[config.mk]
export PLATFORM = sky130hd
export DESIGN_NAME = ubl_top
export DESIGN_NICKNAME = d
export VERILOG_FILES = /design/src/ubl_pkg.sv /design/src/ubl_top.sv
export VERILOG_INCLUDE_DIRS = /design/src
export SDC_FILE = /design/constraint.sdc
export NUM_CORES = 1
export LEC_CHECK = 0
export BUFFER_PORTS_ARGS = -buffer_cell sky130_fd_sc_hd__buf_2
export CAP_MARGIN = 5
export CORE_ASPECT_RATIO = 1.5
export CORE_MARGIN = 4
export CORE_UTILIZATION = 45
export CTS_BUF_LIST = sky130_fd_sc_hd__clkbuf_16
export CTS_CLUSTER_SIZE = 8
export DETAILED_ROUTE_END_ITERATION = 6
export PLACE_DENSITY = 0.61
export SLEW_MARGIN = 20
export SYNTH_ARGS = -nofsm -noshare
export SYNTH_HDL_FRONTEND = slang
export SYNTH_SLANG_ARGS = --single-unit
export TNS_END_PERCENT = 5
[constraint.sdc]
create_clock -name sys_clk -period 6 [get_ports sys_clk]
set_input_delay 0.9 -clock sys_clk [delete_from_list [all_inputs] [get_ports sys_clk]]
set_output_delay 0.9 -clock sys_clk [all_outputs]
set_load 0.01 [all_outputs]
[src/ubl_regs.svh]
// register offsets, field positions, reset values and counts of the
// baud-rate and line-control port; included by the design file only
`ifndef UBL_REGS_SVH
`define UBL_REGS_SVH

// byte offsets on the register bus
`define UBL_OFF_DATA      12'h000
`define UBL_OFF_STATUS    12'h018
`define UBL_OFF_IBRD      12'h024
`define UBL_OFF_FBRD      12'h028
`define UBL_OFF_LCRH      12'h02C
`define UBL_OFF_CTRL      12'h030

// line format control fields
`define UBL_LCRH_BREAK     0
`define UBL_LCRH_PAR_ON    1
`define UBL_LCRH_PAR_EVEN  2
`define UBL_LCRH_STOP_TWO  3
`define UBL_LCRH_FIFO_ON   4
`define UBL_LCRH_LEN_LO    5
`define UBL_LCRH_LEN_HI    6
`define UBL_LCRH_PAR_STICK 7

// status fields
`define UBL_STAT_FE       0
`define UBL_STAT_PAR_ERR  1
`define UBL_STAT_BUSY     3
`define UBL_STAT_RXFE     4
`define UBL_STAT_TXFF     5
`define UBL_STAT_RXFF     6
`define UBL_STAT_TXFE     7

// control fields
`define UBL_CTRL_EN       0

// reset values
`define UBL_RST_IBRD      16'h0000
`define UBL_RST_FBRD      6'h00
`define UBL_RST_LCRH      8'h00
`define UBL_RST_CTRL      1'b0

// timing counts
`define UBL_FRAC_ONE      23'h000040
`define UBL_TICK_LAST     4'hF
`define UBL_TICK_MID      4'h7
`define UBL_LEN_BASE      3'h4
`define UBL_FIFO_DEPTH    32

`endif

[src/ubl_pkg.sv]
// state types of the serial transmitter and receiver
// assumes nothing of its surroundings
package ubl_pkg;

  typedef enum logic [4:0] {
    TX_IDLE   = 5'h01,
    TX_START  = 5'h02,
    TX_DATA   = 5'h04,
    TX_PARITY = 5'h08,
    TX_STOP   = 5'h10
  } ubl_tx_state_type;

  typedef enum logic [4:0] {
    RX_IDLE   = 5'h01,
    RX_START  = 5'h02,
    RX_DATA   = 5'h04,
    RX_PARITY = 5'h08,
    RX_STOP   = 5'h10
  } ubl_rx_state_type;

endpackage

[src/ubl_top.sv]
// serial port with baud divisor, line format control, fifos and apb slave
// assumes one 250 MHz clock, synchronous reset, asynchronous serial input
//
// Contract
// - divisor registers clear to zero on reset
// - zero integer divisor gives ratio one
// - new divisor applied only between characters
// - divisor takes effect only on line-control write
// - stick parity sends and checks inverted even-select
// - word length field selects five to eight bits
// - fifo enable off makes single-byte holding registers
// - two-stop select appends two stop bits
// - receiver checks just one stop bit
// - even select gives even count of ones
// - even select clear gives odd count
// - even select ignored while parity disabled
// - parity enable adds and checks parity bit
// - break finishes character then holds line low
// - receiver flags mismatching parity bit
`timescale 1ns/1ps
`default_nettype none
`include "ubl_regs.svh"

// ==========================================================
// fifo
module ubl_fifo #(
  parameter int WIDTH = 8,
  parameter int DEPTH = 32
) (
  input  wire logic             sys_clk,
  input  wire logic             reset,
  input  wire logic             single,
  input  wire logic             in_valid,
  output logic                  in_ready,
  input  wire logic [WIDTH-1:0] in_data,
  output logic                  out_valid,
  input  wire logic             out_ready,
  output logic [WIDTH-1:0]      out_data,
  output logic [$clog2(DEPTH+1)-1:0] count
);
  localparam int AW = $clog2(DEPTH);
  localparam int CW = $clog2(DEPTH + 1);

  logic [WIDTH-1:0] mem [DEPTH];
  logic [AW-1:0]    wr_ptr;
  logic [AW-1:0]    rd_ptr;
  logic [CW-1:0]    next_count;
  wire              push;
  wire              pop;

  // single-byte holding register when fifo mode is off
  assign in_ready   = single ? (count == '0) : (count != CW'(DEPTH));
  assign out_valid  = (count != '0);
  assign out_data   = mem[rd_ptr];
  assign push       = in_valid & in_ready;
  assign pop        = out_valid & out_ready;
  assign next_count = count + CW'(push) - CW'(pop);

  always_ff @(posedge sys_clk) begin
    if (push) begin
      mem[wr_ptr] <= in_data;
    end
  end

  always_ff @(posedge sys_clk) begin
    if (reset) begin
      wr_ptr <= '0;
      rd_ptr <= '0;
      count  <= '0;
    end else begin
      wr_ptr <= push ? wr_ptr + AW'(1) : wr_ptr;
      rd_ptr <= pop ? rd_ptr + AW'(1) : rd_ptr;
      count  <= next_count;
    end
  end
endmodule

// ==========================================================
// top
module ubl_top (
  input  wire logic        sys_clk,
  input  wire logic        reset,
  input  wire logic [11:0] paddr,
  input  wire logic        psel,
  input  wire logic        penable,
  input  wire logic        pwrite,
  input  wire logic [31:0] pwdata,
  output logic [31:0]      prdata,
  output logic             pready,
  output logic             pslverr,
  input  wire logic        serial_receive_input,
  output logic             serial_transmit_output,
  output logic [15:0]      divisor_whole_part,
  output logic [5:0]       divisor_fraction_part,
  output logic             parity_error_flag
);
  import ubl_pkg::*;

  // ==========================================================
  // registers
  logic [15:0] ibrd;
  logic [5:0]  fbrd;
  logic [7:0]  lcrh;
  logic        port_enable;
  logic        pend;
  logic        fe_sticky;
  logic        parity_sticky;

  wire       send_break          = lcrh[`UBL_LCRH_BREAK];
  wire       parity_enable       = lcrh[`UBL_LCRH_PAR_ON];
  wire       even_parity_select  = lcrh[`UBL_LCRH_PAR_EVEN];
  wire       two_stop_bits       = lcrh[`UBL_LCRH_STOP_TWO];
  wire       fifo_en             = lcrh[`UBL_LCRH_FIFO_ON];
  wire [1:0] word_length         = lcrh[`UBL_LCRH_LEN_HI:`UBL_LCRH_LEN_LO];
  wire       stick_parity_select = lcrh[`UBL_LCRH_PAR_STICK];

  // ==========================================================
  // apb decode
  wire sel_data = (paddr == `UBL_OFF_DATA);
  wire sel_stat = (paddr == `UBL_OFF_STATUS);
  wire sel_ibrd = (paddr == `UBL_OFF_IBRD);
  wire sel_fbrd = (paddr == `UBL_OFF_FBRD);
  wire sel_lcrh = (paddr == `UBL_OFF_LCRH);
  wire sel_ctrl = (paddr == `UBL_OFF_CTRL);
  wire mapped   = sel_data | sel_stat | sel_ibrd | sel_fbrd | sel_lcrh
                | sel_ctrl;
  wire setup    = psel & ~penable;
  wire access   = psel & penable;

  logic       tx_in_ready;
  logic       tx_out_valid;
  logic [7:0] tx_out_data;
  logic [5:0] tx_count;
  logic       rx_in_ready;
  logic       rx_out_valid;
  logic [9:0] rx_out_data;
  logic       tx_idle;
  logic       rx_idle;
  logic       tx_pop;
  logic       rx_push;
  logic [9:0] rx_word;

  wire tx_in_valid = access & pwrite & sel_data;
  // tx fifo back-pressure stalls the bus write
  assign pready  = ~(tx_in_valid & ~tx_in_ready);
  assign pslverr = access & ~mapped;
  wire wr_en   = access & pwrite & pready & mapped;
  wire wr_stat = wr_en & sel_stat;
  wire wr_ibrd = wr_en & sel_ibrd;
  wire wr_fbrd = wr_en & sel_fbrd;
  wire wr_lcrh = wr_en & sel_lcrh;
  wire wr_ctrl = wr_en & sel_ctrl;
  wire rx_pop  = access & ~pwrite & sel_data;

  wire busy = ~tx_idle | tx_out_valid;
  wire [31:0] stat_word = {24'h000000, ~tx_out_valid, ~rx_in_ready,
                           ~tx_in_ready, ~rx_out_valid, busy, 1'b0,
                           parity_sticky, fe_sticky};
  wire [31:0] rd_mux =
    sel_data ? {22'h000000, rx_out_data} :
    sel_stat ? stat_word :
    sel_ibrd ? {16'h0000, ibrd} :
    sel_fbrd ? {26'h0000000, fbrd} :
    sel_lcrh ? {24'h000000, lcrh} :
    sel_ctrl ? {31'h00000000, port_enable} : 32'h00000000;

  always_ff @(posedge sys_clk) begin
    if (reset) begin
      prdata <= 32'h00000000;
    end else if (setup & ~pwrite) begin
      prdata <= rd_mux;
    end
  end

  always_ff @(posedge sys_clk) begin
    if (reset) begin
      ibrd        <= `UBL_RST_IBRD;
      fbrd        <= `UBL_RST_FBRD;
      lcrh        <= `UBL_RST_LCRH;
      port_enable <= `UBL_RST_CTRL;
    end else begin
      ibrd        <= wr_ibrd ? pwdata[15:0] : ibrd;
      fbrd        <= wr_fbrd ? pwdata[5:0] : fbrd;
      lcrh        <= wr_lcrh ? pwdata[7:0] : lcrh;
      port_enable <= wr_ctrl ? pwdata[`UBL_CTRL_EN] : port_enable;
    end
  end

  always_ff @(posedge sys_clk) begin
    if (reset) begin
      fe_sticky     <= 1'b0;
      parity_sticky <= 1'b0;
    end else begin
      fe_sticky     <= (rx_push & rx_word[9]) | (fe_sticky & ~wr_stat);
      parity_sticky <= (rx_push & rx_word[8]) | (parity_sticky & ~wr_stat);
    end
  end
  assign parity_error_flag = parity_sticky;

  // ==========================================================
  // divisor apply
  // pending only from the line-control strobe
  wire apply = pend & tx_idle & rx_idle;
  always_ff @(posedge sys_clk) begin
    if (reset) begin
      pend                  <= 1'b0;
      divisor_whole_part    <= `UBL_RST_IBRD;
      divisor_fraction_part <= `UBL_RST_FBRD;
    end else begin
      pend <= wr_lcrh | (pend & ~apply);
      if (apply) begin
        divisor_whole_part    <= ibrd;
        divisor_fraction_part <= fbrd;
      end
    end
  end

  // ==========================================================
  // baud tick
  logic [21:0] acc;
  wire  [21:0] div_full = {divisor_whole_part, divisor_fraction_part};
  wire  [22:0] acc_sum  = {1'b0, acc} + `UBL_FRAC_ONE;
  wire  [22:0] acc_diff = acc_sum - {1'b0, div_full};
  wire         hit      = (acc_sum >= {1'b0, div_full});
  // zero whole part runs at ratio one
  wire         ratio_one = (divisor_whole_part == 16'h0000);
  wire         baud_tick = ratio_one | hit;
  wire  [21:0] next_acc  = (ratio_one | apply) ? 22'h000000 :
                           hit ? acc_diff[21:0] : acc_sum[21:0];
  always_ff @(posedge sys_clk) begin
    if (reset) begin
      acc <= 22'h000000;
    end else begin
      acc <= next_acc;
    end
  end

  // ==========================================================
  // fifos
  // depth one in character mode
  ubl_fifo #(.WIDTH(8), .DEPTH(`UBL_FIFO_DEPTH)) tx_fifo (
    .sys_clk   (sys_clk),
    .reset     (reset),
    .single    (~fifo_en),
    .in_valid  (tx_in_valid),
    .in_ready  (tx_in_ready),
    .in_data   (pwdata[7:0]),
    .out_valid (tx_out_valid),
    .out_ready (tx_pop),
    .out_data  (tx_out_data),
    .count     (tx_count)
  );

  ubl_fifo #(.WIDTH(10), .DEPTH(`UBL_FIFO_DEPTH)) rx_fifo (
    .sys_clk   (sys_clk),
    .reset     (reset),
    .single    (~fifo_en),
    .in_valid  (rx_push),
    .in_ready  (rx_in_ready),
    .in_data   (rx_word),
    .out_valid (rx_out_valid),
    .out_ready (rx_pop),
    .out_data  (rx_out_data),
    .count     ()
  );

  // ==========================================================
  // transmitter
  ubl_tx_state_type tx_state;
  ubl_tx_state_type next_tx_state;
  logic [7:0] tx_buf;
  logic [3:0] tx_ticks;
  logic [2:0] tx_bit;
  logic       tx_second;
  logic       tx_level;

  // last data bit index from word length
  wire [2:0] tx_last   = 3'(word_length) + `UBL_LEN_BASE;
  wire [7:0] word_mask = 8'hFF >> (2'h3 - word_length);
  wire       tx_bit_end = baud_tick & (tx_ticks == `UBL_TICK_LAST);
  // stick parity, else even or odd
  wire       tx_par_bit = stick_parity_select ? ~even_parity_select :
                          (even_parity_select ? ^tx_buf : ~^tx_buf);
  // no new character while break is requested
  assign tx_idle = (tx_state == TX_IDLE);
  assign tx_pop  = tx_idle & port_enable & ~send_break & tx_out_valid;

  always_comb begin
    next_tx_state = tx_state;
    case (tx_state)
      TX_IDLE:   if (tx_pop) next_tx_state = TX_START;
      TX_START:  if (tx_bit_end) next_tx_state = TX_DATA;
      TX_DATA:   if (tx_bit_end && tx_bit == tx_last) begin
        next_tx_state = parity_enable ? TX_PARITY : TX_STOP;
      end
      TX_PARITY: if (tx_bit_end) next_tx_state = TX_STOP;
      TX_STOP:   if (tx_bit_end) begin
        next_tx_state = (two_stop_bits && !tx_second) ? TX_STOP : TX_IDLE;
      end
      default:   next_tx_state = TX_IDLE;
    endcase
  end

  always_comb begin
    case (tx_state)
      TX_IDLE:   tx_level = ~send_break;
      TX_START:  tx_level = 1'b0;
      TX_DATA:   tx_level = tx_buf[tx_bit];
      TX_PARITY: tx_level = tx_par_bit;
      TX_STOP:   tx_level = 1'b1;
      default:   tx_level = 1'b1;
    endcase
  end

  always_ff @(posedge sys_clk) begin
    if (reset) begin
      tx_state               <= TX_IDLE;
      tx_buf                 <= 8'h00;
      tx_ticks               <= 4'h0;
      tx_bit                 <= 3'h0;
      tx_second              <= 1'b0;
      serial_transmit_output <= 1'b1;
    end else begin
      tx_state               <= next_tx_state;
      serial_transmit_output <= tx_level;
      if (tx_pop) begin
        tx_buf    <= tx_out_data & word_mask;
        tx_ticks  <= 4'h0;
        tx_bit    <= 3'h0;
        tx_second <= 1'b0;
      end else begin
        tx_ticks  <= baud_tick ? tx_ticks + 4'h1 : tx_ticks;
        tx_bit    <= (tx_bit_end && tx_state == TX_DATA) ?
                     tx_bit + 3'h1 : tx_bit;
        tx_second <= (tx_bit_end && tx_state == TX_STOP) | tx_second;
      end
    end
  end

  // ==========================================================
  // receiver
  ubl_rx_state_type rx_state;
  ubl_rx_state_type next_rx_state;
  logic       rx_s1;
  logic       rx_s2;
  logic       rx_s3;
  logic       rx_level;
  logic [7:0] rx_buf;
  logic [3:0] rx_ticks;
  logic [2:0] rx_bit;
  logic       rx_par_err;

  always_ff @(posedge sys_clk) begin
    if (reset) begin
      rx_s1    <= 1'b1;
      rx_s2    <= 1'b1;
      rx_s3    <= 1'b1;
      rx_level <= 1'b1;
    end else begin
      rx_s1    <= serial_receive_input;
      rx_s2    <= rx_s1;
      rx_s3    <= rx_s2;
      rx_level <= (rx_s2 == rx_s3) ? rx_s3 : rx_level;
    end
  end

  assign rx_idle = (rx_state == RX_IDLE);
  wire rx_begin  = rx_idle & port_enable & ~rx_level;
  wire rx_mid    = baud_tick & (rx_ticks == `UBL_TICK_MID) &
                   (rx_state == RX_START);
  wire rx_sample = baud_tick & (rx_ticks == `UBL_TICK_LAST);
  // expected parity from stick and even selects
  wire rx_par_exp = stick_parity_select ? ~even_parity_select :
                    (even_parity_select ? ^rx_buf : ~^rx_buf);
  // single stop bit sampled, then done
  assign rx_push = rx_sample & (rx_state == RX_STOP);
  assign rx_word = {~rx_level, rx_par_err, rx_buf};

  always_comb begin
    next_rx_state = rx_state;
    case (rx_state)
      RX_IDLE:   if (rx_begin) next_rx_state = RX_START;
      RX_START:  if (rx_mid) begin
        next_rx_state = rx_level ? RX_IDLE : RX_DATA;
      end
      RX_DATA:   if (rx_sample && rx_bit == tx_last) begin
        next_rx_state = parity_enable ? RX_PARITY : RX_STOP;
      end
      RX_PARITY: if (rx_sample) next_rx_state = RX_STOP;
      RX_STOP:   if (rx_sample) next_rx_state = RX_IDLE;
      default:   next_rx_state = RX_IDLE;
    endcase
  end

  always_ff @(posedge sys_clk) begin
    if (reset) begin
      rx_state   <= RX_IDLE;
      rx_buf     <= 8'h00;
      rx_ticks   <= 4'h0;
      rx_bit     <= 3'h0;
      rx_par_err <= 1'b0;
    end else begin
      rx_state <= next_rx_state;
      if (rx_idle) begin
        rx_ticks   <= 4'h0;
        rx_bit     <= 3'h0;
        rx_buf     <= 8'h00;
        rx_par_err <= 1'b0;
      end else begin
        rx_ticks <= rx_mid ? 4'h0 :
                    baud_tick ? rx_ticks + 4'h1 : rx_ticks;
        if (rx_sample && rx_state == RX_DATA) begin
          rx_buf[rx_bit] <= rx_level;
          rx_bit         <= rx_bit + 3'h1;
        end
        if (rx_sample && rx_state == RX_PARITY) begin
          rx_par_err <= (rx_level != rx_par_exp);
        end
      end
    end
  end

  // ==========================================================
  // assertions
  divisor_reset_a: assert property (@(posedge sys_clk)
    reset |=> (ibrd == 16'h0000 && fbrd == 6'h00 &&
               divisor_whole_part == 16'h0000))
    else $error("divisor not cleared by reset");
  ratio_one_a: assert property (@(posedge sys_clk)
    disable iff (reset) (divisor_whole_part == 16'h0000) |-> baud_tick)
    else $error("zero divisor not ratio one");
  apply_idle_a: assert property (@(posedge sys_clk)
    disable iff (reset)
    $changed(div_full) |-> $past(tx_idle && rx_idle && pend))
    else $error("divisor changed mid character");
  strobe_only_a: assert property (@(posedge sys_clk)
    disable iff (reset)
    ((wr_ibrd || wr_fbrd) && !pend && !wr_lcrh) |=> $stable(div_full))
    else $error("divisor applied without line write");
  stick_parity_a: assert property (@(posedge sys_clk)
    disable iff (reset)
    (tx_state == TX_PARITY && stick_parity_select) |=>
      serial_transmit_output == !$past(even_parity_select))
    else $error("stick parity level wrong");
  word_len_a: assert property (@(posedge sys_clk)
    disable iff (reset)
    (tx_state == TX_DATA && next_tx_state != TX_DATA) |->
      tx_bit - `UBL_LEN_BASE == 3'(word_length))
    else $error("wrong data bit count");
  char_mode_a: assert property (@(posedge sys_clk)
    disable iff (reset)
    (!fifo_en && tx_count != 6'h00) |-> !tx_in_ready)
    else $error("holding register took two bytes");
  two_stop_a: assert property (@(posedge sys_clk)
    disable iff (reset)
    (tx_state == TX_STOP && tx_bit_end && two_stop_bits && !tx_second) |=>
      tx_state == TX_STOP)
    else $error("second stop bit missing");
  one_stop_a: assert property (@(posedge sys_clk)
    disable iff (reset)
    rx_push |=> rx_state == RX_IDLE)
    else $error("receiver waited for second stop");
  parity_sum_a: assert property (@(posedge sys_clk)
    disable iff (reset)
    (tx_state == TX_PARITY && !stick_parity_select) |=>
      (^{$past(tx_buf), serial_transmit_output}) ==
        !$past(even_parity_select))
    else $error("parity count of ones wrong");
  no_parity_a: assert property (@(posedge sys_clk)
    disable iff (reset)
    (tx_state == TX_DATA && next_tx_state != TX_DATA && !parity_enable) |=>
      tx_state == TX_STOP)
    else $error("parity bit sent while disabled");
  break_low_a: assert property (@(posedge sys_clk)
    disable iff (reset)
    (tx_idle && send_break) |=> !serial_transmit_output && tx_idle)
    else $error("break not holding line low");
  parity_flag_a: assert property (@(posedge sys_clk)
    disable iff (reset)
    (rx_push && rx_par_err) |=> parity_sticky)
    else $error("parity error not flagged");
endmodule

`default_nettype wire
==> flow_summary.json <==
{
  "outcome": "finished, final reports clean",
  "critPathMaxFanout": 10,
  "vias_per_cell": 5.63,
  "drive_above_1_share_pct": 19.5,
  "die_y_microns": 335,
  "max_freq_ghz": 0.191,
  "power.share.clock_pct": 47.4,
  "core_sq_um": 70600,
  "slew_headroom_pct": 28.6,
  "drt_first_pass_iters": 5,
  "ant_nets": 0,
  "portBuffers": 75,
  "hold_violations": 0,
  "path_cells": "ha_1, nand2_1, nor3_1, nand4_1, xnor2_1, ha_1, nand2_1, or4_4, o31ai_4, a311oi_2, nand3_1, nand3_2, nor2_1",
  "min-delay-start": "rx_s1",
  "areaGrowthSynthToFinish_pct": 13.2,
  "cts_buffer_depth": 3,
  "drt_iter0_drc": 1328,
  "dp.final_hpwl_mm": 48.0,
  "gp_congestion": 0.835,
  "period_share_pct": 87.3,
  "power.leakage_uw": 0.0119,
  "power_frac_comb_pct": 1.2,
  "cts-buffers-inserted": 104,
  "die_w_microns": 226,
  "antenna_found_initial": 2,
  "grt_pass1_wl_mm": 111,
  "ios": 108,
  "layout_common_cells": "edfxtp_1 (576), nor2_1 (193), mux4_2 (181), nand2_1 (179), dfxtp_1 (177)",
  "crit_path_start": "acc[6]",
  "r2r_start": "acc[6]",
  "cts_tree": "built",
  "fp.dieArea_sq_um": 75900,
  "root_buffer": "clkbuf_16",
  "synthArstFlopShare_pct": 0,
  "cts_num_sinks": 759,
  "post-route-drc-count": 0,
  "synth-edff-count": 576,
  "cp.arrival_ps": 5490,
  "worstPathRequired_ps": 6250,
  "cp_slowest_stage_delay_ps": 920,
  "grt-ovfl-total": 0,
  "synth_seq_area_share_pct": 65.1,
  "rows": 119,
  "synth_cell_types": 84,
  "ys_warn_count": 0,
  "rsz0062_at_grt": "no",
  "initial_utilization_pct": 45.6,
  "p_switching_uw": 2190,
  "powerDensity_nw_per_um2": 301,
  "nets": 2365,
  "irDropWorstVdd_mv": 0.240,
  "maxCapViolCount": 0,
  "ys_ff_latch": 759,
  "setup_viol": 0,
  "num_vias": 18200,
  "tns_ps": 0,
  "finalPower_uw": 11000,
  "worstMarginPinSlew_ps": 1070,
  "clkLatencyLatePin_ps": 650,
  "synth_ff_type": "edfxtp_1",
  "grt_pass1_vias": 18700,
  "swShare_pct": 20.0,
  "ctsResizeCount": 0,
  "wirelength_mm": 71.7,
  "path_clk_slew_ps": 50,
  "final_common_cell": "edfxtp_1",
  "finish.utilization_pct": 51.6,
  "period_minus_slack_ps": 5240,
  "grt_usage_pct": 18.9,
  "wl_per_cell_microns": 22.2,
  "syn-cell-area_sq_um": 32200,
  "r2r_setup_slack_ps": 760,
  "slew_violations": 0,
  "critPathLaunchType": "flip-flop",
  "htree_levels": 3,
  "crit_path_end_kind": "flip-flop",
  "cpMaxStageDelayCell": "nor2_1",
  "clock_skew_ps": 44.0,
  "critical_path_class": "flip-flop to flip-flop",
  "grt_max_degree": 87,
  "cts_setup_buffers": 0,
  "ctsHoldBuffers": 0,
  "synth_cells": 2154,
  "power_frac_seq_pct": 51.4,
  "internal-power_uw": 8760,
  "hold_path.class": "flip-flop to flip-flop",
  "avgSynthCellArea_sq_um": 14.9
}
final cells by class:
cell class                      instances  area (sq um)
Inverter                               64           240
Clock inverter                         63           304
Multi-Input combinational cell       1223         10500
Clock buffer                          105          2630
Antenna cell                            1          2.50
Tap cell                              907          1130
Timing Repair Buffer                  105           641
Fill cell                            5877         34200
Sequential cell                       759         21000
cell families (layout without fill, tap and decap cells):
kind of cell,count (synthesis),in the layout,synth area share (%)
AND/OR/NAND/NOR,590,590,8.72
flip-flops,759,759,65.1
adder cells (fa/ha/maj),58,58,2.33
other,1,17,0.0117
AO/OA/AOI/OAI,249,249,4.90
multiplexers,239,239,14.5
XOR/XNOR,71,71,1.93
buffers and inverters,187,337,2.48
critical path, delay by kind of cell (launching register included):
kind | cells | cell delay [ps]
adder cells (fa/ha/maj) | 2 | 710
XOR/XNOR | 1 | 190
flip-flops | 1 | 400
AO/OA/AOI/OAI | 2 | 410
AND/OR/NAND/NOR | 8 | 3130
power by group through the flow:
| stage | sequential [uW] | combinational [uW] | clock, uW |
|---|---|---|---|
| detailed placement | 5730 | 130 | 0 |
| global route | 5620 | 143 | 5560 |
| floorplan | 5730 | 71.3 | 0 |
| global placement | 5730 | 126 | 0 |
| finish | 5630 | 130 | 5190 |
| CTS | 5630 | 130 | 5320 |
registers in the layout (all words and copies together), names as in the netlist, 5 cells and up, named ones only:
signal	flops
rx_state	5
tx_buf	8
ibrd	16
prdata	16
divisor_fraction_part	6
acc	22
tx_fifo.mem	256
tx_fifo.rd_ptr	5
fbrd	6
divisor_whole_part	16
rx_fifo.wr_ptr	5
rx_fifo.mem	320
tx_fifo.wr_ptr	5
rx_fifo.rd_ptr	5
tx_state	5
lcrh	8
tx_fifo.count	6
rx_buf	8
rx_fifo.count	6
worst paths after layout:
kind                        to  depth (start not counted)
max reg2reg  rx_fifo.mem[1][2]                         13
min                      rx_s2                          1
max          rx_fifo.mem[1][2]                         13
min reg2reg              rx_s2                          1
metal layers:
metal | share of wire (%) | GRT usage [%]
met2 | 53 | 33.8
met5 | 0.018 | 0
met3 | 3.7 | 3.11
met4 | 3.8 | 7.48
met1 | 39 | 22.8
synthesized netlist by cell type (7+ instances only):
library cell | n | area share [%]
a211oi_1 | 22 | 0.51
a21o_1 | 12 | 0.28
a21oi_1 | 120 | 1.9
and3_1 | 7 | 0.14
buf_1 | 16 | 0.19
buf_2 | 22 | 0.34
buf_4 | 16 | 0.37
clkbuf_1 | 68 | 0.79
dfxtp_1 | 183 | 11
edfxtp_1 | 576 | 54
ha_1 | 55 | 2.1
inv_1 | 64 | 0.75
mux2i_1 | 54 | 1.7
mux4_2 | 181 | 13
nand2_1 | 179 | 2.1
nand3_1 | 51 | 0.79
nand3b_1 | 11 | 0.26
nand4_1 | 18 | 0.35
nor2_1 | 194 | 2.3
nor2b_1 | 11 | 0.21
nor3_1 | 32 | 0.50
nor4_1 | 10 | 0.19
o21ai_0 | 25 | 0.39
o31ai_1 | 10 | 0.23
or2_2 | 11 | 0.21
or3_1 | 12 | 0.23
xnor2_1 | 44 | 1.2
xor2_1 | 27 | 0.73
through the flow:
stage               setup WS (ps)  area, sq um  hold slack, ps  std cells
detailed placement            776        33500             395       3057
finish                        761        36400             406       3227
global placement              934        33500             397       3057
floorplan                    1740        32200             389       2169
global route                  464        36400             428       3226
CTS                           736        36400             407       3225
(Power assumes the default switching activity.)
